<file path="src/inc/wd_pkg.sv">
package wd_pkg;

   // ==========================================================
   // register indices: printed offsets are not all word aligned,
   // so each is an index and the byte address is four times it
   // ==========================================================
   localparam logic [31:0] WD_COUNT_INDEX   = 32'h5000_3100;
   localparam logic [31:0] WD_CONTROL_INDEX = 32'h5000_3102;
   localparam logic [31:0] WD_STATUS_INDEX  = 32'h5000_3104;

   // ==========================================================
   // decoded address width inside the block select
   // ==========================================================
   localparam int          DECODE_BITS      = 12;

   // ==========================================================
   // field layout
   // ==========================================================
   localparam int          UNLOCK_MSB       = 15;
   localparam int          UNLOCK_LSB       = 9;
   localparam int          COUNT_SIGN_BIT   = 8;
   localparam int          COUNT_MSB        = 8;
   localparam int          MODE_BIT         = 0;
   localparam int          STAT_FROZEN_BIT  = 0;
   localparam int          STAT_HALTED_BIT  = 1;
   localparam int          STAT_RUNNING_BIT = 2;
   localparam int          STAT_MODE_BIT    = 3;

   // ==========================================================
   // values
   // ==========================================================
   localparam logic [8:0]  COUNT_RESET      = 9'h0FF;
   localparam logic [8:0]  COUNT_RELOAD     = 9'h0FF;
   localparam logic [8:0]  COUNT_ZERO       = 9'h000;
   localparam logic [8:0]  COUNT_ONE        = 9'h001;
   localparam logic [8:0]  COUNT_LIMIT      = 9'h1F0;
   localparam logic [6:0]  UNLOCK_KEY       = 7'h00;
   localparam logic [31:0] READ_ZERO        = 32'h0000_0000;
   localparam logic [1:0]  HRESP_OKAY       = 2'h0;

   // ==========================================================
   // bus port states
   // ==========================================================
   typedef enum logic [2:0] {
      PORT_IDLE = 3'b001,
      PORT_WAIT = 3'b010,
      PORT_DONE = 3'b100
   } port_state_t;

   typedef struct packed {
      port_state_t                  phase;
      logic                         write;
      logic [DECODE_BITS-1:0]       addr;
      logic [31:0]                  rdata;
   } port_regs_t;

   typedef struct packed {
      logic [8:0] count;
      logic       direct_reset;
      logic       frozen;
      logic       nmi;
      logic       sys_reset;
   } wd_regs_t;

endpackage

</file>
<file path="src/logic/wd_bus_port.sv">
`timescale 1ns/1ns
// ==========================================================
// ahb-lite slave front end with one wait state per transfer
// ==========================================================
module wd_bus_port (
   input  wire logic        hclk,
   input  wire logic        hresetn,
   input  wire logic        hsel,
   input  wire logic [31:0] haddr,
   input  wire logic [1:0]  htrans,
   input  wire logic        hwrite,
   input  wire logic [31:0] hwdata,
   input  wire logic        hready,
   output logic             hreadyout,
   output logic [1:0]       hresp,
   output logic [31:0]      hrdata,
   output logic [11:0]      access_addr,
   output logic             write_strobe,
   output logic [31:0]      write_data,
   input  wire logic [31:0] read_data
);

   wd_pkg::port_regs_t st;
   wd_pkg::port_regs_t next_st;
   logic               take;

   // ==========================================================
   // next state
   // ==========================================================
   always_comb begin
      next_st = st;
      take    = hsel && htrans[1] && hready;
      unique case (st.phase)
         wd_pkg::PORT_IDLE,
         wd_pkg::PORT_DONE: begin
            if (take) begin
               next_st.phase = wd_pkg::PORT_WAIT;
               next_st.write = hwrite;
               next_st.addr  = haddr[wd_pkg::DECODE_BITS-1:0];
            end else begin
               next_st.phase = wd_pkg::PORT_IDLE;
            end
         end
         wd_pkg::PORT_WAIT: begin
            // read data is sampled after any write of the previous transfer
            next_st.phase = wd_pkg::PORT_DONE;
            next_st.rdata = st.write ? wd_pkg::READ_ZERO : read_data;
         end
         default: begin
            next_st.phase = wd_pkg::PORT_IDLE;
         end
      endcase
   end

   always_ff @(posedge hclk or negedge hresetn) begin
      if (!hresetn) begin
         st <= '{phase: wd_pkg::PORT_IDLE, write: 1'b0, addr: '0, rdata: '0};
      end else begin
         st <= next_st;
      end
   end

   assign hreadyout    = (st.phase != wd_pkg::PORT_WAIT);
   assign hresp        = wd_pkg::HRESP_OKAY;
   assign hrdata       = st.rdata;
   assign access_addr  = st.addr;
   assign write_strobe = (st.phase == wd_pkg::PORT_WAIT) && st.write;
   assign write_data   = hwdata;

endmodule

</file>
<file path="src/logic/wd_timer.sv">
// Added by the designer: the AHB-Lite register port.
`timescale 1ns/1ns
module wd_timer (
   input  wire logic        hclk,
   input  wire logic        hresetn,
   input  wire logic        hsel,
   input  wire logic [31:0] haddr,
   input  wire logic [1:0]  htrans,
   input  wire logic        hwrite,
   input  wire logic [2:0]  hsize,
   input  wire logic [31:0] hwdata,
   input  wire logic        hready,
   output logic             hreadyout,
   output logic [1:0]       hresp,
   output logic [31:0]      hrdata,
   input  wire logic        timebase_tick,
   input  wire logic        freeze_request,
   input  wire logic        resume_request,
   input  wire logic        debug_halted,
   input  wire logic        sw_reset_request,
   output logic             nmi_request,
   output logic             sys_reset_request
);

   wd_pkg::wd_regs_t st;
   wd_pkg::wd_regs_t next_st;
   logic [11:0]      access_addr;
   logic             write_strobe;
   logic [31:0]      write_data;
   logic [31:0]      read_data;
   logic             counting;
   logic [8:0]       decremented;

   // ==========================================================
   // helpers
   // ==========================================================
   function automatic logic reg_hit(input logic [11:0] addr, input logic [31:0] index);
      reg_hit = (addr == {index[9:0], 2'b00});
   endfunction

   function automatic logic at_or_below_zero(input logic [8:0] value);
      at_or_below_zero = value[wd_pkg::COUNT_SIGN_BIT] || (value == wd_pkg::COUNT_ZERO);
   endfunction

   // ==========================================================
   // register bus
   // ==========================================================
   wd_bus_port u_port (
      .hclk         (hclk),
      .hresetn      (hresetn),
      .hsel         (hsel),
      .haddr        (haddr),
      .htrans       (htrans),
      .hwrite       (hwrite),
      .hwdata       (hwdata),
      .hready       (hready),
      .hreadyout    (hreadyout),
      .hresp        (hresp),
      .hrdata       (hrdata),
      .access_addr  (access_addr),
      .write_strobe (write_strobe),
      .write_data   (write_data),
      .read_data    (read_data)
   );

   // ==========================================================
   // read mux
   // ==========================================================
   always_comb begin
      read_data = wd_pkg::READ_ZERO;
      if (reg_hit(access_addr, wd_pkg::WD_COUNT_INDEX)) begin
         read_data[wd_pkg::COUNT_MSB:0] = st.count;
      end else if (reg_hit(access_addr, wd_pkg::WD_CONTROL_INDEX)) begin
         read_data[wd_pkg::MODE_BIT] = st.direct_reset;
      end else if (reg_hit(access_addr, wd_pkg::WD_STATUS_INDEX)) begin
         read_data[wd_pkg::STAT_FROZEN_BIT]  = st.frozen;
         read_data[wd_pkg::STAT_HALTED_BIT]  = debug_halted;
         read_data[wd_pkg::STAT_RUNNING_BIT] = counting;
         read_data[wd_pkg::STAT_MODE_BIT]    = st.direct_reset;
      end
   end

   // ==========================================================
   // counter and mode
   // ==========================================================
   always_comb begin
      next_st           = st;
      next_st.nmi       = 1'b0;
      next_st.sys_reset = 1'b0;
      // a freeze only holds the count in mode 0; debug halt holds it always
      counting    = !debug_halted && !(st.frozen && !st.direct_reset);
      decremented = st.count - wd_pkg::COUNT_ONE;

      if (!st.direct_reset) begin
         if (resume_request) begin
            next_st.frozen = 1'b0;
         end
         if (freeze_request) begin
            next_st.frozen = 1'b1;
         end
      end

      if (counting && timebase_tick) begin
         next_st.count = decremented;
         if (!st.direct_reset) begin
            if (decremented == wd_pkg::COUNT_ZERO) begin
               next_st.nmi = 1'b1;
            end
            if (decremented == wd_pkg::COUNT_LIMIT) begin
               next_st.sys_reset = 1'b1;
               next_st.count     = wd_pkg::COUNT_RELOAD;
            end
         end
      end

      // a bus reload wins over a tick's count and sys_reset in the same cycle, but not over its nmi
      if (write_strobe && reg_hit(access_addr, wd_pkg::WD_COUNT_INDEX) &&
          write_data[wd_pkg::UNLOCK_MSB:wd_pkg::UNLOCK_LSB] == wd_pkg::UNLOCK_KEY) begin
         next_st.count     = write_data[wd_pkg::COUNT_MSB:0];
         next_st.sys_reset = 1'b0;
      end
      if (write_strobe && reg_hit(access_addr, wd_pkg::WD_CONTROL_INDEX)) begin
         next_st.direct_reset = st.direct_reset | write_data[wd_pkg::MODE_BIT];
      end

      if (st.direct_reset && !debug_halted && at_or_below_zero(next_st.count)) begin
         next_st.sys_reset = 1'b1;
         next_st.count     = wd_pkg::COUNT_RELOAD;
      end

      // the watchdog's own reset and a software reset return the block to mode 0
      if (next_st.sys_reset || sw_reset_request) begin
         next_st.direct_reset = 1'b0;
         next_st.frozen       = 1'b0;
      end
   end

   always_ff @(posedge hclk or negedge hresetn) begin
      if (!hresetn) begin
         st <= '{count: wd_pkg::COUNT_RESET, direct_reset: 1'b0, frozen: 1'b0,
                 nmi: 1'b0, sys_reset: 1'b0};
      end else begin
         st <= next_st;
      end
   end

   assign nmi_request       = st.nmi;
   assign sys_reset_request = st.sys_reset;

endmodule

</file>
<file path="config.mk">
export PLATFORM = sky130hd
export DESIGN_NAME = wd_timer
export DESIGN_NICKNAME = d
export VERILOG_FILES = /design/src/inc/wd_pkg.sv /design/src/logic/wd_bus_port.sv /design/src/logic/wd_timer.sv
export SDC_FILE = /design/constraint.sdc
export NUM_CORES = 1
export LEC_CHECK = 0
export BUFFER_PORTS_ARGS = -buffer_cell sky130_fd_sc_hd__buf_2
export CAP_MARGIN = 5
export CORE_UTILIZATION = 51
export DETAILED_ROUTE_END_ITERATION = 16
export PLACE_DENSITY = 0.86
export SETUP_SLACK_MARGIN = 0.5
export SYNTH_ARGS = -nofsm -noshare
export SYNTH_HDL_FRONTEND = slang
export SYNTH_SLANG_ARGS = --single-unit
</file>
<file path="constraint.sdc">
create_clock -name hclk -period 7.44 [get_ports hclk]
set_input_delay 0.744 -clock hclk [delete_from_list [all_inputs] [get_ports hclk]]
set_output_delay 0.744 -clock hclk [all_outputs]
set_load 0.005 [all_outputs]
</file>
==> impl_results.md, run 1 <==
* CP Class: reg -> reg
* Vias in the first global route at 1693
* Cell count after synthesis at 247
* Critical path data arrival time at 3550 ps
* Buffers on Ports at 50
* Avg WL per Cell at 14.5 um
* Final net count at 367
* Post-route design area at 0.00268 mm^2
* Synth top area share at 0.292
* Post-synth ARST share at 1.00
* DP Worst Slack at 4090 ps
* Synth Cell Area at 0.00248 mm^2
* Peak VDD IR at 0.0957 mV
* Crit-path max FO at 9
* Largest cells by area after synthesis: dfrtp_1, buf_4, dfstp_2, mux2_2, nand2_1
* Most frequent cells in the layout: buf_2, dfrtp_1, conb_1
* Pre-Repair DR Iteration Count at 4
* CP startpoint kind: register
* First-pass GRT wire length at 8090 um
* 1st-iter DRT viols at 134
* CTS sink cnt at 38
* Most common cell after layout, fill and taps aside: buf_2
* DRC at 0
* Synth warn at 0
* Final Routed Wirelength at 4950 um
* Core area at 0.00469 mm^2
* Main flop type after synthesis: dfrtp_1
* Gr usage total at 0.204
* DP Area at 0.00253 mm^2
* Max Buffers Root-to-Sink at 2
* Dpl hpwl at 3680 um
* Vias per cell at 5.52
* Post-synth EDFFs at 0
* Global route overflow at 0
* Final Hold Viols at 0
* CTS Root Cell: clkbuf_8
* Tightest Pin Transition at 1160 ps
* PostCTS Resize Cnt at 0
* Syn_area_per_cell at 10.0 um^2
* Cell Pwr Density at 271 mW/mm^2
* Vias at 1883
* RSZ-0062 raised after global routing: no
* Seq/Total Area, Yosys at 0.388
* Final WS setup at 4040 ps
* Hold_buf cts at 0
* TritonCTS clock tree: done
* Largest net degree at the start of global routing at 39
* Final Max Tran Viols at 0
* Non-Filler Instances at 341
* Status: finished, final reports clean
* Metal3 WL at 326 um
* Fin crit period at 3400 ps
* Die W at 71.8 um
* Routed Antenna Nets at 0
* Worst Hold Class: reg -> reg
* Later-pin clock latency in the skew report at 300 ps
* Layout cells sized above 1 at 0.338
* Rows at 25
* Max-cap violations at 0
* Met2 routed WL at 2410 um
* CTS Buf Count at 5
* CP Capture Type: register
* Static leakage at 1.26 nW
* Fin Setup TNS at 0 ps
* Synth cell types at 58
* F_max at 0.294 GHz
* Reg clk slew, reported paths at 70 ps
* Number of H-tree levels at 2
* Worst Skew at 10.2 ps
* Final Hold Slack at 479 ps
* I/O pin count at 116
* Post-CTS Setup Repair Bufs at 0
* Top Metal Used: met4
* Final Cycle Share at 0.457
* Initial antenna violation count at 0
* Flops & latches, synth at 38
* Die area at 0.00515 mm^2
* GPL Wtd Cong at 0.922
* Area leader, netlist: dfrtp_1
* Initial core utilization at 0.529
* Layout area overhead at 7.87%
* # diodes at 0
* Die Height at 71.8 um
* Cell count after placement at 333
* WL met1 at 2150 um
* # setup viols final at 0
* Worst slew margin at 0.221
* CP required at 7590 ps
## path summary, 6_finish.rpt
| path | from | endpoint | slack (ps) | cells after the start |
|---|---|---|---|---|
| setup / recovery | st[5]$_DFF_PN1_ | sys_reset_request$_DFF_PN0_ | 4040 | 10 |
| max in group asynchronous | hresetn | st[2]$_DFFE_PN0P_ | 6370 | 1 |
| min in group asynchronous | hresetn | st[12]$_DFF_PN0_ | 540 | 1 |
| setup reg to reg | st[5]$_DFF_PN1_ | sys_reset_request$_DFF_PN0_ | 4040 | 10 |
| hold reg to reg | u_port.hrdata[2]$_DFFE_PN0P_ | u_port.hrdata[2]$_DFFE_PN0P_ | 480 | 2 |
| hold / removal | u_port.hrdata[2]$_DFFE_PN0P_ | u_port.hrdata[2]$_DFFE_PN0P_ | 480 | 2 |
## power by group
| group | total, mW | leakage [nW] | internal (mW) | switching (mW) |
|---|---|---|---|---|
| Clock | 0.219 | 0.0714 | 0.143 | 0.0760 |
| Combinational | 0.185 | 0.722 | 0.0878 | 0.0977 |
| Sequential | 0.320 | 0.465 | 0.262 | 0.0584 |
## cell type report
| type | count | area, um^2 |
|---|---|---|
| Sequential cell | 38 | 962 |
| Clock buffer | 6 | 82.6 |
| Inverter | 8 | 30.0 |
| Tap cell | 54 | 67.6 |
| Clock inverter | 2 | 60.1 |
| Multi-Input combinational cell | 182 | 1220 |
| Timing Repair Buffer | 51 | 258 |
| Fill cell | 397 | 2020 |
## metal layers
layer,GRT usage,vias to the layer above
li1,-,910
met1,0.280,889
met2,0.321,76
met3,0.0450,8
met4,0.0675,0
met5,0,-
## cells by family after synthesis
kind of cell,after synthesis,synth area share
AND/OR/NAND/NOR,84,0.195
multiplexers,18,0.0787
flip-flops,38,0.388
other,1,0.00151
XOR/XNOR,5,0.0176
AO/OA/AOI/OAI,48,0.151
buffers and inverters,51,0.158
adder cells (fa/ha/maj),2,0.0101
## cell usage after synthesis (6+ instances only)
cell type / n
buf_4: 34
dfrtp_1: 29
nand2_1: 17
nor2_1: 17
mux2_2: 12
nand3_1: 11
dfstp_2: 9
o21ai_0: 9
a31oi_1: 8
a21oi_1: 7
inv_1: 7
mux2i_1: 6
## critical path, stage by stage (launching register included)
cell      delay (ps)
dfstp_2          410
inv_1             90
ha_1             220
nor3b_2          430
and4bb_2         310
xor2_1           520
nand3_2          210
a41oi_1          270
a22oi_1          190
a41oi_4          440
o31ai_1          160
## flip-flops by register name (all words and copies together) (netlist names)
signal              cells
nmi_request             1
st                     11
sys_reset_request       1
u_port.access_addr     12
u_port.hrdata           9
u_port.st               4
## stage by stage
step	total power, mW	util
2_1_floorplan	0.479	-
3_3_place_gp	0.498	0.540
3_5_place_dp	0.504	0.540
4_1_cts	0.724	0.570
5_1_grt	0.765	0.570
6_report	0.725	0.570
Power figures use the tool's default switching activity.
==> inputs of run 2 (changes only) <==
--- a/config.mk
+++ b/config.mk
@@ -7,9 +7,9 @@
 export LEC_CHECK = 0
 export BUFFER_PORTS_ARGS = -buffer_cell sky130_fd_sc_hd__buf_2
 export CAP_MARGIN = 5
-export CORE_UTILIZATION = 51
+export CORE_UTILIZATION = 42
 export DETAILED_ROUTE_END_ITERATION = 16
-export PLACE_DENSITY = 0.86
+export PLACE_DENSITY = 0.76
 export SETUP_SLACK_MARGIN = 0.5
 export SYNTH_ARGS = -nofsm -noshare
 export SYNTH_HDL_FRONTEND = slang
==> constraint.sdc (replaced) <==
create_clock -name hclk -period 2.8 [get_ports hclk]
set_input_delay 0.28 -clock hclk [delete_from_list [all_inputs] [get_ports hclk]]
set_output_delay 0.28 -clock hclk [all_outputs]
set_load 0.005 [all_outputs]
==> impl_results.md, run 2 (synthesis results as in run 1) <==
* Status: finished, final reports clean
* First-pass GRT wire length at 9580 um (+18%)
* 1st-iter DRT viols at 181 (+35%)
* Max-cap violations at 0 (unchanged)
* TritonCTS clock tree: done
* Number of H-tree levels at 2 (unchanged)
* Crit path cell chain: inv_1 > ha_4 > buf_4 > nor4bb_1 > nand2_1 > o41ai_4 > buf_4 > nand3_4 > a31oi_4 > a22oi_2 > a41oi_4 > o311a_1
* Rows at 27 (+8.0%)
* Initial antenna violation count at 0 (unchanged)
* Delay-heaviest family, CP: compound AO/OA/AOI/OAI gates
* Dpl hpwl at 4330 um (+18%)
* Largest net degree at the start of global routing at 39 (unchanged)
* Multi-input gate area at 0.00143 mm^2 (+18%)
* Crit-path max FO at 7 (-2)
* Worst Hold Class: in -> async
* Final Max Tran Viols at 0 (unchanged)
* CP Class: reg -> reg
* Vias per cell at 5.27 (-4.6%)
* Bufs and invs on worst path at 3 (+2)
* Register-to-Register Path Depth at 12 (+2)
* Critical path data arrival time at 3000 ps (-550 ps)
* Most frequent cells in the layout: buf_2, dfrtp_1, buf_4
* CTS Buf Count at 5 (unchanged)
* Reg2reg end: st[3]$_DFFE_PN0P_
* Final Routed Wirelength at 6010 um (+21%)
* Die W at 78.9 um (+9.9%)
* CP startpoint kind: register
* Global route overflow at 0 (unchanged)
* RSZ-0062 raised after global routing: yes
* Layout area overhead at 24.9%
* CP Capture Type: register
* Largest register FFs at 12 (unchanged)
* Vias at 2044 (+8.6%)
* Avg WL per Cell at 15.5 um (+6.7%)
* F_max at 0.361 GHz (+23%)
* Final core utilization at 0.552 (-0.0180)
* Most common cell after layout, fill and taps aside: buf_2
* Static leakage at 1.42 nW (+13%)
* Cell Pwr Density at 673 mW/mm^2 (+150%)
* Max Buffers Root-to-Sink at 2 (unchanged)
* Tightest Pin Transition at 832 ps (-332 ps)
* # setup viols final at 0 (unchanged)
* Vias in the first global route at 2053 (+21%)
* Pre-Repair DR Iteration Count at 4 (unchanged)
* Die Height at 78.9 um (+9.9%)
* GPL Wtd Cong at 0.908 (-1.5%)
* Hold_buf cts at 0 (unchanged)
* Gr usage total at 0.197 (-0.00672)
* CP required at 3040 ps (-4550 ps)
* DRC at 0 (unchanged)
* Final Hold Viols at 0 (unchanged)
* Die area at 0.00622 mm^2 (+21%)
* Peak VDD IR at 0.267 mV (+180%)
* Worst Skew at 9.79 ps (-0.370 ps)
* CP most frequent cell: buf_4
* Routed Antenna Nets at 0 (unchanged)
* Reg clk slew, reported paths at 80 ps (about the same)
* FF/Latch Area at 962 um^2 (unchanged)
* Crit path max-delay cell type: dfstp_2
* Reg2reg start: st[4]$_DFF_PN1_
* Fill count at 509 (+28%)
* Slowest stage delay, CP at 570 ps (+50 ps)
* Worst slew margin at 0.445 (+0.224)
* Overall power at 2.09 mW (+190%)
* Layout cells sized above 1 at 0.468 (+0.130)
* Final net count at 396 (+7.9%)
* Final Cycle Share at 0.988 (+0.531)
* Fin crit period at 2770 ps (-632 ps)
* CTS Root Cell: clkbuf_8
* Core area at 0.00561 mm^2 (+20%)
* I/O pin count at 116 (unchanged)
* # diodes at 0 (unchanged)
* Initial core utilization at 0.442 (-0.0864)
* Buffers on Ports at 50 (unchanged)
* Later-pin clock latency in the skew report at 300 ps (about the same)
* Flop-to-flop setup slack at 30 ps (-4010 ps)
* CTS sink cnt at 38 (unchanged)
-- run 2: cell count changes in the layout (fill, tap and decap cells not counted), moves of 3 or more --
cell	before	now
a31oi_4	0	4
buf_6	0	3
buf_4	1	27
a31oi_1	8	4
-- run 2: what timing repair did --
item	in CTS	in global routing
pin swaps	2	8
gates resized for setup	4	25
buffers inserted	4	6
setup endpoints to repair	12	12
hold endpoints to repair	0	0
-- run 2: worst register-to-register path, cell delays in order, from the launching register on --
cell and delay, ps:
dfstp_2 570, inv_1 70, ha_4 170, buf_4 130, nor4bb_1 290, nand2_1 130, o41ai_4 80, buf_4 200
nand3_4 140, a31oi_4 240, a22oi_2 120, a41oi_4 340, o311a_1 230
-- run 2: routing by layer --
layer | wire [um] | vias up | GRT usage
li1 | - | 966 | -
met1 | 2540 | 984 | 0.254
met2 | 3050 | 81 | 0.337
met3 | 314 | 13 | 0.0299
met4 | 106 | 0 | 0.0673
met5 | 0 | - | 0
-- run 2: layout make-up --
| class | instances | area share |
|---|---|---|
| timing repair buffer | 80 | 0.157 |
| sequential | 38 | 0.311 |
| tap | 72 | 0.0291 |
| clock buffer | 6 | 0.0267 |
| multi-input combinational | 182 | 0.463 |
| inverter | 8 | 0.00969 |
| clock inverter | 2 | 0.00404 |
-- run 2: worst max path at each step --
stage | from | to | slack (ps) | cells after the start
floorplan | st[4]$_DFF_PN1_ | st[2]$_DFFE_PN0P_ | 270 | 8
global placement | st[4]$_DFF_PN1_ | st[10]$_DFF_PN1_ | 1 | 11
detailed placement | st[4]$_DFF_PN1_ | st[11]$_DFF_PN1_ | -30 | 11
CTS | st[4]$_DFF_PN1_ | st[11]$_DFF_PN1_ | 60 | 9
global route | st[4]$_DFF_PN1_ | st[2]$_DFFE_PN0P_ | -40 | 12
finish | st[4]$_DFF_PN1_ | st[3]$_DFFE_PN0P_ | 30 | 12
-- run 2: report_power, final --
part	total [mW]	switching [mW]	internal, mW
registers	0.834	0.139	0.695
clock network	0.396	0.199	0.198
logic	0.854	0.434	0.421
-- run 2: stage by stage --
step	area (um^2)	setup TNS (ps)	worst slack, ps	instances	hold WS [ps]
floorplan	2640	0	269	271	-15.6
global placement	2770	0	1.42	370	425
detailed placement	2770	-78.1	-25.4	370	426
CTS	2920	0	62.1	382	103
global route	3100	-164	-40.2	388	151
finish	3100	0	32.7	388	76.2
==> inputs of run 3 (changes only) <==
--- a/config.mk
+++ b/config.mk
@@ -7,9 +7,9 @@
 export LEC_CHECK = 0
 export BUFFER_PORTS_ARGS = -buffer_cell sky130_fd_sc_hd__buf_2
 export CAP_MARGIN = 5
-export CORE_UTILIZATION = 42
+export CORE_UTILIZATION = 51
 export DETAILED_ROUTE_END_ITERATION = 16
-export PLACE_DENSITY = 0.76
+export PLACE_DENSITY = 0.86
 export SETUP_SLACK_MARGIN = 0.5
 export SYNTH_ARGS = -nofsm -noshare
 export SYNTH_HDL_FRONTEND = slang
==> constraint.sdc (replaced) <==
create_clock -name hclk -period 3.3 [get_ports hclk]
set_input_delay 0.33 -clock hclk [delete_from_list [all_inputs] [get_ports hclk]]
set_output_delay 0.33 -clock hclk [all_outputs]
set_load 0.02 [all_outputs]
==> impl_results.md, run 3 (synthesis results as in run 1) <==
* Worst slew margin at 0.426 (-0.0189)
* DRC at 0 (unchanged)
* Max Buffers Root-to-Sink at 2 (unchanged)
* Final Routed Wirelength at 6460 um (+7.6%)
* Crit path cell chain: buf_4 > or2_1 > nor3_1 > a311o_1 > nor2_1 > o211ai_1 > a2111oi_4 > buf_4 > a41oi_4 > o311a_1
* Final Max Tran Viols at 0 (unchanged)
* Critical path data arrival time at 3120 ps (+120 ps)
* Switching share of power at 0.364 (-0.00631)
* GPL Wtd Cong at 0.941 (+3.6%)
* Peak VDD IR at 0.315 mV (+18%)
* Final Hold Viols at 0 (unchanged)
* Reg clk slew, reported paths at 80 ps (about the same)
* Vias at 2157 (+5.5%)
* Initial core utilization at 0.529 (+0.0864)
* Routed Antenna Nets at 0 (unchanged)
* TritonCTS clock tree: done
* Int Pwr at 1.19 mW (-9.4%)
* # diodes at 0 (unchanged)
* DP Worst Slack at 102 ps (+127 ps)
* Cell Pwr Density at 623 mW/mm^2 (-7.5%)
* Overall power at 1.87 mW (-10%)
* Reg2reg start: st[4]$_DFF_PN1_
* Largest register FFs at 12 (unchanged)
* Later-pin clock latency in the skew report at 310 ps (about the same)
* I/O pin count at 116 (unchanged)
* Die W at 71.8 um (-9.0%)
* Buffers on Ports at 50 (unchanged)
* Largest net degree at the start of global routing at 39 (unchanged)
* Reg2reg end: st[2]$_DFFE_PN0P_
* Slowest stage delay, CP at 490 ps (-80 ps)
* Bufs and invs on worst path at 2 (-1)
* Crit-path max FO at 5 (-2)
* CP Capture Type: register
* Reg power frac at 0.401 (about the same)
* Global route overflow at 0 (unchanged)
* Pre-Repair DR Iteration Count at 5 (+1)
* 1st-iter DRT viols at 223 (+23%)
* Fin crit period at 2870 ps (+106 ps)
* Vias in the first global route at 1889 (-8.0%)
* Crit path max-delay cell type: nor3_1
* Final WS setup at 427 ps (+394 ps)
* Gr usage total at 0.251 (+0.0536)
* Register-to-Register Path Depth at 10 (-2)
* Hold_buf cts at 0 (unchanged)
* CTS sink cnt at 38 (unchanged)
* Static leakage at 1.39 nW (-2.3%)
* F_max at 0.348 GHz (-3.7%)
* Die Height at 71.8 um (-9.0%)
* Initial antenna violation count at 0 (unchanged)
* Status: finished, final reports clean
* Dpl hpwl at 3880 um (-10%)
* Final core utilization at 0.640 (+0.0878)
* GR Util met3 at 0.0619 (+0.0320)
* Post-route design area at 0.00300 mm^2 (-3.0%)
* Tightest Pin Transition at 861 ps (+28.4 ps)
* Core area at 0.00469 mm^2 (-16%)
* Power share of the combinational group at 0.340 (-0.070)
* Fin Setup TNS at 0 ps (unchanged)
* Met1 usage at 0.331 (+0.0776)
* Most common cell after layout, fill and taps aside: buf_2
* Rows at 25 (-7.4%)
* RSZ-0062 raised after global routing: yes
* CTS Buf Count at 5 (unchanged)
* Layout cells sized above 1 at 0.432 (-0.0365)
* Die area at 0.00515 mm^2 (-17%)
* Most frequent cells in the layout: buf_2, dfrtp_1, conb_1
* Number of H-tree levels at 2 (unchanged)
* Delay-heaviest family, CP: compound AO/OA/AOI/OAI gates
* Worst Skew at 9.31 ps (-0.477 ps)
* Final Cycle Share at 0.871 (-0.118)
* CP required at 3540 ps (+500 ps)
* Met2 Use GR at 0.384 (+0.0463)
* Critical path origin: st[4]$_DFF_PN1_
* Max-cap violations at 0 (unchanged)
* # setup viols final at 0 (unchanged)
* CP startpoint kind: register
* CP Class: reg -> reg
* Vias per cell at 5.96 (+13%)
* Busiest grt layer: met2
* DP Area at 0.00259 mm^2 (-6.3%)
* Worst Hold Class: in -> async
* CTS Root Cell: clkbuf_8
* Final net count at 388 (-2.0%)
* Avg WL per Cell at 17.9 um (+15%)
* Flop-to-flop setup slack at 430 ps (+390 ps)
* CP most frequent cell: buf_4
* Psw at 0.681 mW (-12%)
* Layout area overhead at 21.1%
* First-pass GRT wire length at 9780 um (+2.2%)
* Clk pwr share at 0.258 (+0.068)
run 3: layout make-up:
cell class	instances	area, um^2
fillers	354	1690
multi-input cells	183	1400
flip-flops and latches	38	962
repair buffers	71	412
clock buffers	5	68.8
clock inverters	3	68.8
well taps	54	67.6
inverters	8	30.0
run 3: worst max path at each step:
stage	end	slack, ps	depth (start not counted)
after global routing	st[2]$_DFFE_PN0P_	300	10
after global placement	st[3]$_DFFE_PN0P_	220	10
after detailed placement	st[2]$_DFFE_PN0P_	100	10
final	st[2]$_DFFE_PN0P_	430	10
after floorplan	st[2]$_DFFE_PN0P_	540	10
after CTS	st[2]$_DFFE_PN0P_	500	9
run 3: per-stage QoR:
stage / instances / hold WS, ps
6_report: 362 / 132
5_1_grt: 362 / 199
4_1_cts: 357 / 155
3_5_place_dp: 341 / 475
3_3_place_gp: 341 / 461
2_1_floorplan: 271 / 34.4
run 3: power groups by stage:
| stage | Sequential, mW | Clock (mW) | Combinational (mW) |
|---|---|---|---|
| 2_1_floorplan | 0.674 | 0 | 0.435 |
| 5_1_grt | 0.761 | 0.502 | 0.682 |
| 6_report | 0.750 | 0.483 | 0.637 |
| 4_1_cts | 0.725 | 0.483 | 0.545 |
| 3_3_place_gp | 0.726 | 0 | 0.432 |
| 3_5_place_dp | 0.730 | 0 | 0.450 |
run 3: what timing repair did:
| item | CTS | global route |
|---|---|---|
| setup buffers | 7 | 5 |
| cloned | 1 | 0 |
| gates resized for setup | 14 | 11 |
| endpoints found under the setup margin | 11 | 9 |
| pin swaps | 7 | 4 |
run 3: metal layers:
| layer | part of all wire | wire, um | up-vias |
|---|---|---|---|
| met4 | 0.046 | 299 | 0 |
| met1 | 0.40 | 2570 | 1045 |
| met3 | 0.083 | 534 | 31 |
| met2 | 0.47 | 3060 | 132 |
| met5 | 0 | 0 | - |
| li1 | - | - | 949 |
